File: src/kpd_pkg.sv
// kpd_pkg: register map, field layout, reset values and timing for the keypad scanner
package kpd_pkg;
  // clock and keypad timebase
  localparam int unsigned CLK_FREQ_HZ = 125_000_000;
  localparam int unsigned KEYPAD_CLOCK_LEVEL_FREQ_HZ = 1000;
  localparam int unsigned KEYPAD_CLOCK_LEVEL_HALF_CYCLES = CLK_FREQ_HZ / (2 * KEYPAD_CLOCK_LEVEL_FREQ_HZ);
  localparam int unsigned DIV_W = 17;

  // register indices as printed; byte address is four times the index
  localparam logic [7:0] IDX_COLUMN_RESULT = 8'hd1;
  localparam logic [7:0] IDX_ROW_RESULT = 8'hd2;
  localparam logic [7:0] IDX_SCAN_TIMING = 8'hd3;
  localparam logic [7:0] IDX_CONTROL_STATUS = 8'hd4;
  localparam logic [7:0] IDX_CLOCK_CONTROL = 8'hd8;
  localparam logic [7:0] IDX_IRQ_STATUS = 8'hd9;
  localparam logic [7:0] IDX_IRQ_MASK = 8'hda;

  // reset values
  localparam logic [4:0] RST_COLUMN_RESULT = 5'h1f;
  localparam logic [5:0] RST_ROW_RESULT = 6'h3f;
  localparam logic [7:0] RST_SCAN_TIMING = 8'h00;
  localparam logic [1:0] RST_IRQ_MASK = 2'h3;

  // scan timing fields
  localparam int unsigned SCT_LSB = 0;
  localparam int unsigned DBT_LSB = 2;
  localparam int unsigned DB_STEP_MS = 4;
  localparam logic [6:0] DB_ZERO_STEPS = 7'h40;
  localparam logic [8:0] SCAN_MS_CODE0 = 9'h004;
  localparam logic [8:0] SCAN_MS_CODE3 = 9'h003;

  // control/status bit positions
  localparam int unsigned CS_IRQ_EN = 0;
  localparam int unsigned CS_KEY_DET = 1;
  localparam int unsigned CS_HW_EN = 2;
  localparam int unsigned CS_KCLK = 3;

  // interrupt status / mask bit positions
  localparam int unsigned IRQ_KEY_DET = 0;
  localparam int unsigned IRQ_KEY_REL = 1;

  localparam int unsigned NUM_COLS = 5;
  localparam int unsigned NUM_ROWS = 6;

  typedef enum logic [2:0] {
    SC_IDLE,
    SC_DEB_PRESS,
    SC_SCAN,
    SC_WAIT_REL,
    SC_DEB_REL
  } kpd_scan_e;

  typedef struct packed {
    logic ahb_wr;
    logic [7:0] ahb_idx;
    logic [31:0] hrdata;
    logic hreadyout;
    logic [DIV_W-1:0] div_cnt;
    logic keypad_clock_level;
    logic keypad_clock_gate;
    logic [7:0] scan_timing;
    logic hardware_scan_enable;
    logic key_detect_irq_enable;
    logic key_detect_flag;
    logic key_release_flag;
    logic [1:0] irq_mask;
    logic [4:0] column_result;
    logic [5:0] row_result;
    kpd_scan_e scan_state;
    logic [8:0] tcnt;
    logic [2:0] col_idx;
    logic [1:0] hits;
    logic [4:0] hit_col;
    logic [5:0] hit_row;
    logic rows_all_high;
    logic [4:0] col_drive;
    logic irq;
  } kpd_state_s;
endpackage

File: src/kpd_scan_ctrl.sv
// kpd_scan_ctrl: keypad scan, debounce and key-detect control with AHB-Lite registers
`timescale 1ns/1ps
`default_nettype none

module kpd_scan_ctrl #(
  parameter int unsigned KCLK_HALF = kpd_pkg::KEYPAD_CLOCK_LEVEL_HALF_CYCLES
) (
  // clock and reset
  input wire logic ref_clk_i,
  input wire logic resetn_i,
  // ahb-lite slave
  input wire logic hsel_i,
  input wire logic [31:0] haddr_i,
  input wire logic [1:0] htrans_i,
  input wire logic hwrite_i,
  input wire logic [2:0] hsize_i,
  input wire logic [31:0] hwdata_i,
  input wire logic hready_i,
  output logic hreadyout_o,
  output logic hresp_o,
  output logic [31:0] hrdata_o,
  // keypad pins
  output logic [kpd_pkg::NUM_COLS-1:0] col_o,
  input wire logic [kpd_pkg::NUM_ROWS-1:0] row_i,
  // interrupt
  output logic irq_o
);

  logic [1:0] rst_sync_r;
  logic rst_n;
  kpd_pkg::kpd_state_s s_r;
  kpd_pkg::kpd_state_s s_nxt;

  // reset enters at once but leaves on the clock, so no state flop sees its release
  // land right at a sampling edge
  always_ff @(posedge ref_clk_i or negedge resetn_i) begin
    if (!resetn_i) begin
      rst_sync_r <= 2'h0;
    end else begin
      rst_sync_r <= {rst_sync_r[0], 1'b1};
    end
  end
  assign rst_n = rst_sync_r[1];

  // debounce length in ms, code zero stretches to the full 256 ms
  function automatic logic [8:0] db_ms(input logic [5:0] code);
    logic [6:0] steps;
    steps = (code == 6'h00) ? kpd_pkg::DB_ZERO_STEPS : {1'b0, code};
    return {steps, 2'b00};
  endfunction

  // per-column dwell in ms; code zero takes the longest dwell, like the debounce field
  function automatic logic [8:0] scan_ms(input logic [1:0] code);
    logic [8:0] ms;
    case (code)
      2'h1: begin
        ms = 9'h001;
      end
      2'h2: begin
        ms = 9'h002;
      end
      2'h3: begin
        ms = kpd_pkg::SCAN_MS_CODE3;
      end
      default: begin
        ms = kpd_pkg::SCAN_MS_CODE0;
      end
    endcase
    return ms;
  endfunction

  always_comb begin
    logic ms_tick;
    logic addr_ok;
    logic rd_cs;
    logic rd_irq;
    logic any_low;
    logic all_high;
    logic set_kd;
    logic set_rel;
    logic [2:0] nlow;
    logic [5:0] rlow;
    logic [31:0] rdat;
    logic [7:0] aidx;
    logic [8:0] db_len;
    logic irq_det;
    logic irq_rel;
    ms_tick = 1'b0;
    irq_det = 1'b0;
    irq_rel = 1'b0;
    addr_ok = 1'b0;
    rd_cs = 1'b0;
    rd_irq = 1'b0;
    set_kd = 1'b0;
    set_rel = 1'b0;
    nlow = 3'h0;
    rdat = 32'h0;
    s_nxt = s_r;
    rlow = ~row_i;
    any_low = |rlow;
    all_high = &row_i;
    aidx = haddr_i[9:2];
    db_len = db_ms(s_r.scan_timing[7:kpd_pkg::DBT_LSB]);
    for (int i = 0; i < kpd_pkg::NUM_ROWS; i++) begin
      nlow = nlow + {2'h0, rlow[i]};
    end

    // keypad timebase; gating the clock freezes scanning and debouncing
    if (s_r.keypad_clock_gate) begin
      if (s_r.div_cnt >= KCLK_HALF[kpd_pkg::DIV_W-1:0] - 1'b1) begin
        s_nxt.div_cnt = '0;
        s_nxt.keypad_clock_level = ~s_r.keypad_clock_level;
        ms_tick = ~s_r.keypad_clock_level;
      end else begin
        s_nxt.div_cnt = s_r.div_cnt + 1'b1;
      end
    end

    // ahb-lite address phase
    s_nxt.ahb_wr = 1'b0;
    s_nxt.hreadyout = 1'b1;
    if (hsel_i && htrans_i[1] && hready_i) begin
      addr_ok = (haddr_i[31:10] == 22'h0) && (haddr_i[1:0] == 2'h0);
      s_nxt.ahb_idx = aidx;
      // writes outside the map are dropped here, so no aliased index can be hit
      s_nxt.ahb_wr = hwrite_i && addr_ok;
      if (!hwrite_i && addr_ok) begin
        case (aidx)
          kpd_pkg::IDX_COLUMN_RESULT: begin
            rdat = {27'h0, s_r.column_result};
          end
          kpd_pkg::IDX_ROW_RESULT: begin
            // in bypass the row register shows the live sense lines
            rdat = {26'h0, s_r.hardware_scan_enable ? s_r.row_result : row_i};
          end
          kpd_pkg::IDX_SCAN_TIMING: begin
            rdat = {24'h0, s_r.scan_timing};
          end
          kpd_pkg::IDX_CONTROL_STATUS: begin
            rdat[kpd_pkg::CS_KCLK] = s_r.keypad_clock_level;
            rdat[kpd_pkg::CS_HW_EN] = s_r.hardware_scan_enable;
            rdat[kpd_pkg::CS_KEY_DET] = s_r.key_detect_flag;
            rdat[kpd_pkg::CS_IRQ_EN] = s_r.key_detect_irq_enable;
            rd_cs = 1'b1;
          end
          kpd_pkg::IDX_CLOCK_CONTROL: begin
            rdat = {31'h0, s_r.keypad_clock_gate};
          end
          kpd_pkg::IDX_IRQ_STATUS: begin
            rdat = {30'h0, s_r.key_release_flag, s_r.key_detect_flag};
            rd_irq = 1'b1;
          end
          kpd_pkg::IDX_IRQ_MASK: begin
            rdat = {30'h0, s_r.irq_mask};
          end
          default: begin
            rdat = 32'h0;
          end
        endcase
      end
      s_nxt.hrdata = rdat;
    end

    // ahb-lite data phase write
    if (s_r.ahb_wr) begin
      case (s_r.ahb_idx)
        kpd_pkg::IDX_COLUMN_RESULT: begin
          s_nxt.column_result = hwdata_i[4:0];
        end
        kpd_pkg::IDX_SCAN_TIMING: begin
          s_nxt.scan_timing = hwdata_i[7:0];
        end
        kpd_pkg::IDX_CONTROL_STATUS: begin
          s_nxt.hardware_scan_enable = hwdata_i[kpd_pkg::CS_HW_EN];
          s_nxt.key_detect_irq_enable = hwdata_i[kpd_pkg::CS_IRQ_EN];
        end
        kpd_pkg::IDX_CLOCK_CONTROL: begin
          s_nxt.keypad_clock_gate = hwdata_i[0];
        end
        kpd_pkg::IDX_IRQ_MASK: begin
          s_nxt.irq_mask = hwdata_i[1:0];
        end
        default: begin
          // read-only index: the write is dropped
          s_nxt.scan_state = s_nxt.scan_state;
        end
      endcase
    end

    // bypass edge detect runs on the system clock, so the keypad clock is not needed
    s_nxt.rows_all_high = all_high;
    if (!s_r.hardware_scan_enable) begin
      s_nxt.scan_state = kpd_pkg::SC_IDLE;
      s_nxt.col_drive = s_nxt.column_result;
      // raw rows, no filtering: contact bounce can fire several times
      if (s_r.rows_all_high && !all_high) begin
        set_kd = 1'b1;
      end
    end else begin
      case (s_r.scan_state)
        kpd_pkg::SC_IDLE: begin
          s_nxt.col_drive = 5'h00;
          if (any_low) begin
            s_nxt.scan_state = kpd_pkg::SC_DEB_PRESS;
            s_nxt.tcnt = db_len;
          end
        end
        kpd_pkg::SC_DEB_PRESS: begin
          // confirm only after the full interval; no key held low at its end means idle again
          s_nxt.col_drive = 5'h00;
          if (ms_tick) begin
            s_nxt.tcnt = s_r.tcnt - 1'b1;
            if (s_r.tcnt <= 9'h001) begin
              if (any_low) begin
                s_nxt.scan_state = kpd_pkg::SC_SCAN;
                s_nxt.col_idx = 3'h0;
                s_nxt.hits = 2'h0;
                s_nxt.col_drive = 5'h1e;
                s_nxt.tcnt = scan_ms(s_r.scan_timing[1:0]);
              end else begin
                s_nxt.scan_state = kpd_pkg::SC_IDLE;
              end
            end
          end
        end
        kpd_pkg::SC_SCAN: begin
          // rows are read at the end of each dwell, long after the column drive settled
          if (ms_tick) begin
            s_nxt.tcnt = s_r.tcnt - 1'b1;
            if (s_r.tcnt <= 9'h001) begin
              // count keys; two or more anywhere marks the press invalid
              if (nlow != 3'h0) begin
                s_nxt.hits = (s_r.hits == 2'h0 && nlow == 3'h1) ? 2'h1 : 2'h2;
                s_nxt.hit_col = s_r.col_drive;
                s_nxt.hit_row = row_i;
              end
              if (s_r.col_idx == 3'(kpd_pkg::NUM_COLS - 1)) begin
                s_nxt.scan_state = kpd_pkg::SC_WAIT_REL;
                s_nxt.col_drive = 5'h00;
                if (s_nxt.hits == 2'h1) begin
                  s_nxt.column_result = s_nxt.hit_col;
                  s_nxt.row_result = s_nxt.hit_row;
                  set_kd = 1'b1;
                end
              end else begin
                s_nxt.col_idx = s_r.col_idx + 1'b1;
                s_nxt.col_drive = {s_r.col_drive[3:0], 1'b1};
                s_nxt.tcnt = scan_ms(s_r.scan_timing[1:0]);
              end
            end
          end
        end
        kpd_pkg::SC_WAIT_REL: begin
          // a refused multi-key press still has to be released before idle
          s_nxt.col_drive = 5'h00;
          if (all_high) begin
            s_nxt.scan_state = kpd_pkg::SC_DEB_REL;
            s_nxt.tcnt = db_len;
          end
        end
        kpd_pkg::SC_DEB_REL: begin
          s_nxt.col_drive = 5'h00;
          if (any_low) begin
            // released line bounced back; restart the release debounce
            s_nxt.tcnt = db_len;
          end else if (ms_tick) begin
            s_nxt.tcnt = s_r.tcnt - 1'b1;
            if (s_r.tcnt <= 9'h001) begin
              s_nxt.scan_state = kpd_pkg::SC_IDLE;
              set_rel = 1'b1;
            end
          end
        end
        default: s_nxt.scan_state = kpd_pkg::SC_IDLE;
      endcase
    end

    // sticky flags: a set in the same cycle as a read beats the clear
    if (rd_cs || rd_irq) begin
      s_nxt.key_detect_flag = 1'b0;
    end
    if (rd_irq) begin
      s_nxt.key_release_flag = 1'b0;
    end
    if (set_kd) begin
      s_nxt.key_detect_flag = 1'b1;
    end
    if (set_rel) begin
      s_nxt.key_release_flag = 1'b1;
    end

    // built from the next state so the pin moves on the same edge as the flag; the
    // detect enable gates only the pin, the flag still sets for polling
    irq_det = s_nxt.key_detect_flag && s_nxt.key_detect_irq_enable;
    irq_rel = s_nxt.key_release_flag;
    s_nxt.irq = (irq_det && s_nxt.irq_mask[kpd_pkg::IRQ_KEY_DET])
                || (irq_rel && s_nxt.irq_mask[kpd_pkg::IRQ_KEY_REL]);
  end

  always_ff @(posedge ref_clk_i or negedge rst_n) begin
    if (!rst_n) begin
      s_r <= '0;
      s_r.hreadyout <= 1'b1;
      s_r.scan_timing <= kpd_pkg::RST_SCAN_TIMING;
      s_r.irq_mask <= kpd_pkg::RST_IRQ_MASK;
      s_r.column_result <= kpd_pkg::RST_COLUMN_RESULT;
      s_r.row_result <= kpd_pkg::RST_ROW_RESULT;
      s_r.col_drive <= kpd_pkg::RST_COLUMN_RESULT;
      s_r.scan_state <= kpd_pkg::SC_IDLE;
      s_r.rows_all_high <= 1'b1;
    end else begin
      s_r <= s_nxt;
    end
  end

  assign hreadyout_o = s_r.hreadyout;
  // only one response is ever given, so the okay code is wired
  assign hresp_o = 1'b0;
  assign hrdata_o = s_r.hrdata;
  assign col_o = s_r.col_drive;
  assign irq_o = s_r.irq;

endmodule
`default_nettype wire

File: config.mk
export PLATFORM = sky130hd
export DESIGN_NAME = kpd_scan_ctrl
export DESIGN_NICKNAME = d
export VERILOG_FILES = /design/src/kpd_pkg.sv /design/src/kpd_scan_ctrl.sv
export SDC_FILE = /design/constraint.sdc
export NUM_CORES = 1
export LEC_CHECK = 0
export BUFFER_PORTS_ARGS = -buffer_cell sky130_fd_sc_hd__buf_2
export CAP_MARGIN = 30
export CORE_ASPECT_RATIO = 2
export CORE_MARGIN = 4
export CORE_UTILIZATION = 40
export CTS_BUF_LIST = sky130_fd_sc_hd__clkbuf_4
export DETAILED_ROUTE_END_ITERATION = 7
export PLACE_DENSITY = 0.58
export SYNTH_ARGS = -nofsm -noshare
export SYNTH_HDL_FRONTEND = slang
export SYNTH_SLANG_ARGS = --single-unit
File: constraint.sdc
create_clock -name ref_clk_i -period 7.1 [get_ports ref_clk_i]
set_clock_uncertainty 0.2 [all_clocks]
set_input_delay 1.42 -clock ref_clk_i [delete_from_list [all_inputs] [get_ports ref_clk_i]]
set_output_delay 1.42 -clock ref_clk_i [all_outputs]
set_load 0.01 [all_outputs]
* Yosys cells after proc, flatten, opt, wreduce, memory -nomap -nowiden *
Cells that the tools add are included.

word-level totals
  bits in registers = 122
  bits of input ports = 80
  output and inout port bits = 40
  logic and storage cells = 186

cells by class
  $add $sub $neg = 8
  magnitude comparators = 2
  equal/unequal tests = 42
  mux-type cells = 72
  bitwise gates (word level) = 2
  reduce and logical (&&, ||, !) cells = 36

operators by type and width
  kind                                                                                   number
  8-bit == test, second input constant                                                   12
  39-bit 2-to-1 mux                                                                      2
  13-bit 2-to-1 mux                                                                      5
  17-bit 2-to-1 mux                                                                      3
  12-bit 2-to-1 mux                                                                      4
  9-bit one-hot mux with 5 select lines                                                  1
  41-bit 2-to-1 mux                                                                      1
  5-bit 2-to-1 mux                                                                       8
  11-bit 2-to-1 mux                                                                      3
  3-bit inequality test, second input constant                                           11
  14-bit 2-to-1 mux                                                                      2
  4-bit one-hot mux with 7 select lines                                                  1
  1-bit 2-to-1 mux                                                                       26
  22-bit zero test                                                                       1
  17-bit by 1-bit adder with 17-bit output, second input constant                        1
  17-bit by 16-bit greater-or-equal comparator with 1-bit output, second input constant  1
  2-bit inequality test, second input constant                                           8
  3-bit one-hot mux with 5 select lines                                                  1
  5-bit one-hot mux with 3 select lines                                                  1
  7-bit 2-to-1 mux                                                                       2
  7-bit AND reduction                                                                    2
  4-bit one-hot mux with 3 select lines                                                  1
  6-bit AND reduction                                                                    2
  1-bit logical AND                                                                      10
  other kinds (36)                                                                       53

* Logic depth before layout (Yosys ltp) *
Gate-level depths: netlist of the first run.

  depth in word-level cells = 25
  depth in mapped cells = 11
  gate-level depth less buffers = 10

* Worst setup path before layout of the first run *
No wires, ideal clock.

  path kind = in2reg
  start point = input row_i[0] (netlist bit)
  end point = register s_r[41] (netlist bit)
  library setup time = 0.094 ns
  arrival = 4.276 ns
  data required time = 6.806 ns
  path slack = 2.531 ns
  cell stages on the path = 9
  buffers on the path = 1
  path through = inv_1 fa_1 fa_1 ha_1 fa_1 nor3_1 clkbuf_1 mux2i_1 mux2i_1

RTL lines
  what                    line                  RTL
  start: declaration      kpd_scan_ctrl.sv:24   input wire logic [kpd_pkg::NUM_ROWS-1:0] row_i,
  end signal: assignment  kpd_scan_ctrl.sv:312  s_r <= s_nxt;
  end: declaration        kpd_scan_ctrl.sv:31   kpd_pkg::kpd_state_s s_r;

==> impl_results.md, run 1 <==
- Placed Instances: 843
- Slew Limit Fails: 0
- P&R area growth vs syn: 7.76%
- Min Tclk post-route: 4.61 ns
- Yosys warnings: 0
- DR vias/cell: 5.48
- Worst slew pin tran: 0.818 ns
- Synth Instances: 620
- Yosys reg bits: 98
- Largest net degree at the start of global routing: 49
- Async set-or-reset flop fraction in the synthesized netlist: 1.00
- CP arrival: 4.84 ns
- Crit Path Category: input port to register
- Max-cap violation count: 0
- Sequential Power Share: 0.488
- Final net count: 752
- Die height: 180 um
- Xor-xnor portion of the synthesized cell area: 0.0253
- Highest net fanout along the worst path: 18
- Initial antenna violation count: 1
- Root Driver: clkbuf_4
- Fillers: 1492
- Combinational share of power: 0.305
- Sequential share of the synthesized area: 0.421
- Largest family of logic cells by synthesized area: simple AND/OR/NAND/NOR gates
- Worst hold path type: register to asynchronous set/reset pin
- Clock power share: 0.208
- Worst slew margin: 0.453
- Static Leakage: 2.89 nW
- Clock Tree Buf Depth: 2
- Post-synthesis mux area share: 0.123
- Clock Sinks: 98
- Row count: 62
- Clock slew at reported path FFs: 0.15 ns
- TritonCTS clock tree: yes
- Pwr dens: 230 mW/mm2
- First-pass GRT wire length: 24700 um
- CP endpoint kind: register
- RR Endpoint: s_r[14]
- CP Buf/Inv Count: 2
- Global Route Usage Sum: 0.188
- Post-CTS Setup Inserts: 0
- # IOs: 120
- Sw Pwr: 0.000529 W
- Post-cts hold buffer count: 0
- Largest cells by area after synthesis: dfrtp_1 34%, dfstp_2 8.5%, mux2i_1 5.3%, buf_4 5.1%, mux2_2 4.8%
- WHS: 0.00848 ns
- Synth Area per Inst: 9.49 um2
- Maximum clock rate: 217 MHz
- GP Congestion: 0.910
- Worst R2R Start: s_r[60]
- DIE AREA: 0.0168 mm2
- Antenna-violating nets left: 0
- Unrepaired setup endpoints after global routing: false
- Int Pwr: 0.000927 W
- Startpoint class of the critical path: input port
- Final period util: 0.649
- CP max stage cell: nor3_4
- Latest clock arrival within the worst-skew pair: 0.48 ns
- Fin cells: 860
- Setup_tns: 0 ns
- Worst EP required: 7.33 ns
- Worst path max stage delay: 0.71 ns
- Mapped cell area: 0.00589 mm2
- Post-synth EDFFs: 0
- Number of global-route vias before repair: 4820
- CTS-repair resized insts: 0
- Critical Path, Cell by Cell: buf_2, inv_1, fa_1, fa_1, ha_1, fa_1, nor3_1, nand4_1, nor3_4, a211o_1, a32o_1
- R2R depth: 5
- Sw frac: 0.363
- Status: complete, no violations
- Post-Synth Adder-Cell Area: 0.0251
- Synth top cells by count: 79 x dfrtp_1, 67 x nand2_1, 55 x nor2_1
- Most used flip-flop cell after synthesis: dfrtp_1
- Routed WL per cell: 17.8 um
- Most Frequent Cell on Critical Path: fa_1
- Flop2flop setup slack: 3.77 ns
- DRT Pass-1 Iters: 4
- Synthesized-area fraction occupied by and/or/nand/nor cells: 0.183
- H-tree depth: 3
- Core Area: 0.0144 mm2
- Grt total ovfl: 0
- Die W: 93.8 um
- Biggest area consumer among synthesized cells: dfrtp_1
- Share of cells above drive strength 1: 0.207
- Initial DRC Count: 304
- Initial Util: 0.408
- Total number of vias: 4714
- PortBufs: 65
- HPWL Detailed: 12000 um
- Worst vdd ir: 0.128 mV
- Top Family by Delay on Critical Path: adder cells
- Cell with the most instances after synthesis: dfrtp_1
- Compound-Gate Fraction of Synth Area: 0.138
- Remaining routing DRC violations: 0
- Distinct cell type count after synthesis: 78
- Finish-stage setup viols: 0
- Drt total wl: 15300 um
- Yosys top cell area share: 0.336
- Final Hold Vio Count: 0
- Total CTS buffers: 9
==> how the worst max path moves through the flow <==
stage / startpoint / to / slack (ns) / cells past startpoint
after floorplan: row_i[0] / s_r[41] / 2.53 / 9
after global routing: row_i[0] / irq_o / 2.31 / 11
after global placement: row_i[0] / irq_o / 2.05 / 11
after CTS: row_i[0] / irq_o / 2.50 / 11
after detailed placement: row_i[0] / irq_o / 1.98 / 11
final: row_i[0] / irq_o / 2.49 / 11
==> placed cells by master (no fill, tap or decap), types with 10 or more instances in the layout <==
cell	Yosys	layout
mux2i_1	31	31
xor2_1	10	10
dfstp_2	19	19
o21ai_0	18	18
nor2_1	55	55
a21oi_1	23	23
nand2_1	67	67
clkbuf_4	0	10
nand4_1	11	11
dfrtp_1	79	78
mux2_2	25	25
mux2_1	12	12
buf_2	2	65
inv_1	23	23
nand3_1	14	14
o21ai_1	14	14
conb_1	2	27
nor3_1	15	14
==> registers in the layout (all words and copies together) (netlist names) <==
register	flops
s_r	82
hrdata_o	8
col_o	5
rst_sync_r	2
irq_o	1
==> per-stage QoR <==
| stage | instance area (um2) | utilization | setup WS (ns) | total power, W |
|---|---|---|---|---|
| 3_5_place_dp | 6210 | 0.430 | 1.98 | 0.00116 |
| 4_1_cts | 6340 | 0.439 | 2.50 | 0.00147 |
| 2_1_floorplan | 5980 | - | 2.53 | 0.00105 |
| 5_1_grt | 6340 | 0.440 | 2.31 | 0.00156 |
| 3_3_place_gp | 6180 | 0.428 | 2.05 | 0.00114 |
| 6_report | 6340 | 0.440 | 2.49 | 0.00146 |
==> metal layers <==
metal,vias to the layer above,global-route usage,part of all wire
li1,2236,-,-
met1,2313,0.194,0.35
met2,123,0.355,0.57
met3,42,0.0255,0.037
met4,0,0.0938,0.038
met5,-,0,0
==> logic make-up (layout without fill, tap and decap cells) <==
logic type	count (synthesis)	in the layout
and+or+nand+nor	219	219
muxes	68	68
DFF	98	98
AOI/OAI and AO/OA	119	119
other	2	28
buffers and inverters	87	109
xor gates and xnor gates	17	17
adders and majority gates	10	10
==> final cells by class <==
class / count / area [um2] / area share
multi-input combinational: 460 / 3020 / 0.477
sequential: 98 / 2480 / 0.391
timing repair buffer: 69 / 375 / 0.0592
tap: 192 / 240 / 0.0379
inverter: 24 / 90.1 / 0.0142
clock buffer: 10 / 75.1 / 0.0118
clock inverter: 6 / 57.6 / 0.00907
antenna: 1 / 2.50 / 0.000394
==> power groups by stage <==
stage                     Clock, W  Combinational (W)  Sequential, W
after global routing      0.000337           0.000496       0.000723
after CTS                 0.000312           0.000445       0.000710
after global placement           0           0.000427       0.000714
after floorplan                  0           0.000357       0.000695
final                     0.000302           0.000444       0.000710
after detailed placement         0           0.000444       0.000719
Power figures use the tool's default switching activity.
==> run 2, diff against run 1 <==
--- a/config.mk
+++ b/config.mk
@@ -12,7 +12,7 @@
 export CORE_UTILIZATION = 40
 export CTS_BUF_LIST = sky130_fd_sc_hd__clkbuf_4
 export DETAILED_ROUTE_END_ITERATION = 7
-export PLACE_DENSITY = 0.58
+export PLACE_DENSITY = 0.61
 export SYNTH_ARGS = -nofsm -noshare
 export SYNTH_HDL_FRONTEND = slang
 export SYNTH_SLANG_ARGS = --single-unit
==> constraint.sdc (replaced) <==
create_clock -name ref_clk_i -period 4.01 [get_ports ref_clk_i]
set_clock_uncertainty 0.2 [all_clocks]
set_input_delay 0.802 -clock ref_clk_i [delete_from_list [all_inputs] [get_ports ref_clk_i]]
set_output_delay 0.802 -clock ref_clk_i [all_outputs]
set_load 0.01 [all_outputs]
==> run 2 against run 1 <==
Effect of this change:
- die area unchanged
- setup slack lost 2.0 ns
- routed wire length grew 2.0%
- sequential power rose by 76%
- total power is 76% higher
- non-clock buffer count rose by 15
- count of clock-buffer cells in the layout shrank 1
- design area rose by 1.8%
- clock power grew 62%
- flip-flop and latch count stayed put
- via count up 3.2%
- sequential share of layout area down 0.70 points
- critical endpoint is now s_r[42]
==> impl_results.md, run 2 (synthesis results as in run 1) <==
- Status: complete, no violations
- Crit path from: row_i[0]
- Static Leakage: 2.96 nW
- Max FFs per register: 82
- Startpoint class of the critical path: input port
- Initial DRC Count: 264
- HPWL Detailed: 12200 um
- Total CTS buffers: 9
- Pwr dens: 396 mW/mm2
- Fillers: 1456
- Die W: 93.8 um
- Most Frequent Cell on Critical Path: fa_1
- Worst slew pin tran: 0.797 ns
- CP arrival: 3.76 ns
- Commonest cells after routing, fill and taps aside: 78 x dfrtp_1, 67 x nand2_1, 65 x buf_2
- Crit Path Category: input port to register
- Antenna-violating nets left: 0
- Initial antenna violation count: 1
- Worst R2R Start: s_r[62]
- Unrepaired setup endpoints after global routing: false
- Die height: 180 um
- Total number of vias: 4863
- Routed WL per cell: 17.8 um
- Drt total wl: 15600 um
- Worst vdd ir: 0.129 mV
- DIE AREA: 0.0168 mm2
- Top sig layer: met4
- TritonCTS clock tree: yes
- Global Route Usage Sum: 0.189
- CP endpoint kind: register
- Latest clock arrival within the worst-skew pair: 0.47 ns
- Clock Tree Buf Depth: 2
- CP Buf/Inv Count: 3
- Commonest non-fill, non-tap cell in the layout: dfrtp_1
- Final instance area: 0.00646 mm2
- Remaining routing DRC violations: 0
- Worst EP required: 4.21 ns
- DR vias/cell: 5.56
- First-pass GRT wire length: 24900 um
- Top Family by Delay on Critical Path: adder cells
- Initial Util: 0.408
- Post-CTS Setup Inserts: 0
- Worst path max stage delay: 0.56 ns
- Row count: 62
- Final net count: 767
- Met3 wire len: 593 um
- Grt total ovfl: 0
- Sw Pwr: 0.000964 W
- Clock slew at reported path FFs: 0.16 ns
- Worst slew margin: 0.465
- Sequential Power Share: 0.489
- Critical Path, Cell by Cell: buf_2, inv_1, fa_1, fa_1, ha_1, fa_1, nor3_1, nand4_1, nor3_4, buf_4, mux2i_1
- Dpl ws: -0.0199 ns
- H-tree depth: 3
- Share of cells above drive strength 1: 0.220
- P&R area growth vs syn: 9.73%
- Clock Sinks: 98
- R2R depth: 7
- Sw frac: 0.377
- GP Congestion: 0.916
- Largest net degree at the start of global routing: 75
- Int Pwr: 0.00160 W
- Wl on met1: 5390 um
- Clock power share: 0.191
- Final period util: 0.888
- Slew Limit Fails: 0
- DP Area: 0.00629 mm2
- Core Area: 0.0144 mm2
- Max-cap violation count: 0
- Final Hold Vio Count: 0
- PortBufs: 65
- DRT Pass-1 Iters: 6
- Root Driver: clkbuf_4
- Highest net fanout along the worst path: 12
- Worst hold path type: register to asynchronous set/reset pin
- Routed met2 length: 8690 um
- Combinational share of power: 0.320
- Finish-stage setup viols: 0
- Setup ws final: 0.448 ns
- Number of global-route vias before repair: 4916
- Maximum clock rate: 281 MHz
- Levels on crit path: 11
- Min Tclk post-route: 3.56 ns
- CP max stage cell: fa_1
- # IOs: 120
- Largest Register: s_r
## run 2: cell count changes in the layout (fill, tap and decap cells not counted), sizes merged
cell	change
clkinv	-1
buf	+13
clkbuf	-1
bufinv	-1
dlygate4sd3	+2
inv	+3
## run 2: cell type report
class | instances | area, um2 | area share
antenna | 1 | 2.50 | 0.000387
clock buffer | 9 | 67.6 | 0.0105
clock inverter | 7 | 51.3 | 0.00794
inverter | 24 | 90.1 | 0.0139
multi-input combinational | 460 | 3020 | 0.468
sequential | 98 | 2480 | 0.384
tap | 192 | 240 | 0.0372
timing repair buffer | 84 | 505 | 0.0782
## run 2: power groups by stage
stage	registers [W]	logic, W	clock network (W)
floorplan	0.00123	0.000632	0
global placement	0.00127	0.000765	0
detailed placement	0.00128	0.000793	0
CTS	0.00127	0.000798	0.000505
global route	0.00128	0.000904	0.000541
finish	0.00125	0.000820	0.000488
## run 2: layer usage
metal | vias to the layer above | track usage
met1 | 2358 | 0.195
met3 | 67 | 0.0247
met5 | - | 0
met2 | 163 | 0.350
met4 | 0 | 0.113
li1 | 2275 | -
## run 2: path summary, 6_finish.rpt
check	endpoint	slack, ns
hold reg to reg	s_r[46]	0.13
max in group asynchronous	irq_o	2.91
setup / recovery	s_r[42]	0.45
hold / removal	s_r[46]	0.13
setup reg to reg	s_r[31]	0.81
min in group ref_clk_i	rst_sync_r[1]	0.18
## run 2: timing repair
action / 4_1_cts / 5_1_grt
hold buffers: 1 / 1
endpoints found under the hold margin: 2 / 2
gates resized for setup: 0 / 0
## run 2: through the flow
stage / hold WS (ns) / TNS (ns) / power (W) / std cells / utilization
2_1_floorplan: 0.131 / 0 / 0.00186 / 645 / -
3_3_place_gp: 0.139 / 0 / 0.00204 / 855 / 0.436
3_5_place_dp: 0.143 / -0.0809 / 0.00207 / 855 / 0.436
4_1_cts: 0.179 / 0 / 0.00257 / 872 / 0.445
5_1_grt: 0.140 / 0 / 0.00272 / 875 / 0.448
6_report: 0.127 / 0 / 0.00256 / 875 / 0.448
==> run 3, diff against run 2 <==
--- a/config.mk
+++ b/config.mk
@@ -12,7 +12,7 @@
 export CORE_UTILIZATION = 40
 export CTS_BUF_LIST = sky130_fd_sc_hd__clkbuf_4
 export DETAILED_ROUTE_END_ITERATION = 7
-export PLACE_DENSITY = 0.61
+export PLACE_DENSITY = 0.65
 export SYNTH_ARGS = -nofsm -noshare
 export SYNTH_HDL_FRONTEND = slang
 export SYNTH_SLANG_ARGS = --single-unit
==> run 3 against run 2 <==
Effect of this change:
- combinational power hardly changed
- first-iteration DRC count grew 26%
- final cell count fell by 0.11%
- design area fell by 0.19%
- register-to-register slack better by 0.02 ns
- highest routed layer unchanged
- worst hold slack got worse by 0.011 ns
- setup slack got worse by 0.018 ns
- critical path depth increased by 1
- largest power group unchanged
- critical path type unchanged
- global-route usage is 0.18 points higher
- clock power shrank 4.7%
- routed wire length is 1.2% higher
- sequential share of layout area increased by 0.075 points
==> impl_results.md, run 3 (synthesis results as in run 1) <==
- Die W: 93.8 um
- Grt total ovfl: 0
- Share of cells above drive strength 1: 0.219
- Commonest cells after routing, fill and taps aside: 78 x dfrtp_1, 67 x nand2_1, 65 x buf_2
- Clock Tree Buf Depth: 2
- Final period util: 0.893
- Most Frequent Cell on Critical Path: fa_1
- Finish-stage setup viols: 0
- PortBufs: 65
- WHS: 0.116 ns
- Area of the multi-input gates: 0.00302 mm2
- CP max stage cell: fa_1
- Worst EP required: 4.21 ns
- Antenna-violating nets left: 0
- Static Leakage: 2.95 nW
- R2R depth: 7
- Slew Limit Fails: 0
- Global Route Usage Sum: 0.191
- Die height: 180 um
- Critical Path, Cell by Cell: buf_2, inv_1, fa_1, fa_1, ha_1, fa_1, nor3_1, nand4_1, nor3_4, buf_12, a211o_1, a32o_1
- Clock slew at reported path FFs: 0.16 ns
- DRT Pass-1 Iters: 6
- Sw frac: 0.374
- Initial DRC Count: 333
- Largest net degree at the start of global routing: 45
- HPWL Detailed: 12300 um
- DIE AREA: 0.0168 mm2
- Sw Pwr: 0.000950 W
- Total number of vias: 4885
- Worst hold path type: register to asynchronous set/reset pin
- Post-CTS Setup Inserts: 0
- GP Congestion: 0.910
- Register area: 0.00248 mm2
- Latest clock arrival within the worst-skew pair: 0.46 ns
- Pwr dens: 394 mW/mm2
- Final net count: 766
- Initial antenna violation count: 1
- Post-cts hold buffer count: 1
- Status: complete, no violations
- Final Util: 0.447
- Core Area: 0.0144 mm2
- Worst R2R Start: s_r[62]
- DP Area: 0.00632 mm2
- Crit Path Category: input port to register
- Routed WL per cell: 18.1 um
- Worst vdd ir: 0.133 mV
- Worst slew margin: 0.466
- Startpoint class of the critical path: input port
- DR vias/cell: 5.59
- RR Endpoint: s_r[28]
- Final instance area: 0.00645 mm2
- Number of global-route vias before repair: 5056
- Root Driver: clkbuf_4
- Min Tclk post-route: 3.58 ns
- Drt total wl: 15800 um
- Clock Sinks: 98
- Final total power: 0.00254 W
- Remaining routing DRC violations: 0
- TritonCTS clock tree: yes
- CP arrival: 3.78 ns
- CTS-repair resized insts: 0
- Initial Util: 0.408
- H-tree depth: 3
- Worst slew pin tran: 0.795 ns
- Sequential Power Share: 0.496
- Fillers: 1452
- Unrepaired setup endpoints after global routing: false
- Clock power share: 0.183
- Final Hold Vio Count: 0
- Int Pwr: 0.00159 W
- Maximum clock rate: 279 MHz
- First-pass GRT wire length: 25700 um
- Largest Register: s_r
- CP endpoint kind: register
- Max-cap violation count: 0
- P&R area growth vs syn: 9.52%
- Max FFs per register: 82
- Total CTS buffers: 9
- Commonest non-fill, non-tap cell in the layout: dfrtp_1
- # IOs: 120
- Row count: 62
- Worst path max stage delay: 0.56 ns
- Combinational share of power: 0.321
- Highest net fanout along the worst path: 18
- Flop2flop setup slack: 0.83 ns
run 3: critical path: cells and delay by family:
family / cells / cell delay (ns)
adders and majority gates: 4 / 1.63
buffers and inverters: 3 / 0.35
AOI/OAI and AO/OA: 2 / 0.29
and+or+nand+nor: 3 / 0.68
run 3: how the worst max path moves through the flow:
stage                     startpoint  endpoint  slack (ns)  cells past startpoint
final                       row_i[0]     irq_o        0.43                     12
after global routing        row_i[0]     irq_o        0.27                     12
after CTS                   row_i[0]     irq_o        0.45                     12
after detailed placement    row_i[0]     irq_o       -0.05                     12
after global placement      row_i[0]     irq_o       0.005                     12
after floorplan             row_i[0]   s_r[41]        0.06                      9
run 3: layout make-up:
| type | instances | share of cell area |
|---|---|---|
| multi-input cells | 460 | 0.469 |
| flip-flops and latches | 98 | 0.385 |
| repair buffers | 83 | 0.0776 |
| well taps | 192 | 0.0373 |
| inverters | 24 | 0.0140 |
| clock buffers | 9 | 0.0105 |
| clock inverters | 7 | 0.00679 |
| diodes | 1 | 0.000388 |
run 3: through the flow:
step	worst slack (ns)	instances	TNS, ns
floorplan	0.0589	645	0
global placement	0.00517	855	0
detailed placement	-0.0480	856	-0.0480
CTS	0.453	873	0
global route	0.269	874	0
finish	0.430	874	0
run 3: metal layers:
| metal | GRT usage | part of all wire | up-vias |
|---|---|---|---|
| met4 | 0.0961 | 0.051 | 0 |
| li1 | - | - | 2264 |
| met1 | 0.192 | 0.34 | 2407 |
| met3 | 0.0297 | 0.038 | 61 |
| met2 | 0.364 | 0.57 | 153 |
| met5 | 0 | 0 | - |
run 3: power groups by stage:
stage                     clock [W]  combinational (W)  sequential (W)
after floorplan                   0           0.000632         0.00123
after global placement            0           0.000764         0.00127
after detailed placement          0           0.000807         0.00127
after CTS                  0.000479           0.000810         0.00126
after global routing       0.000524           0.000901         0.00128
final                      0.000465           0.000817         0.00126
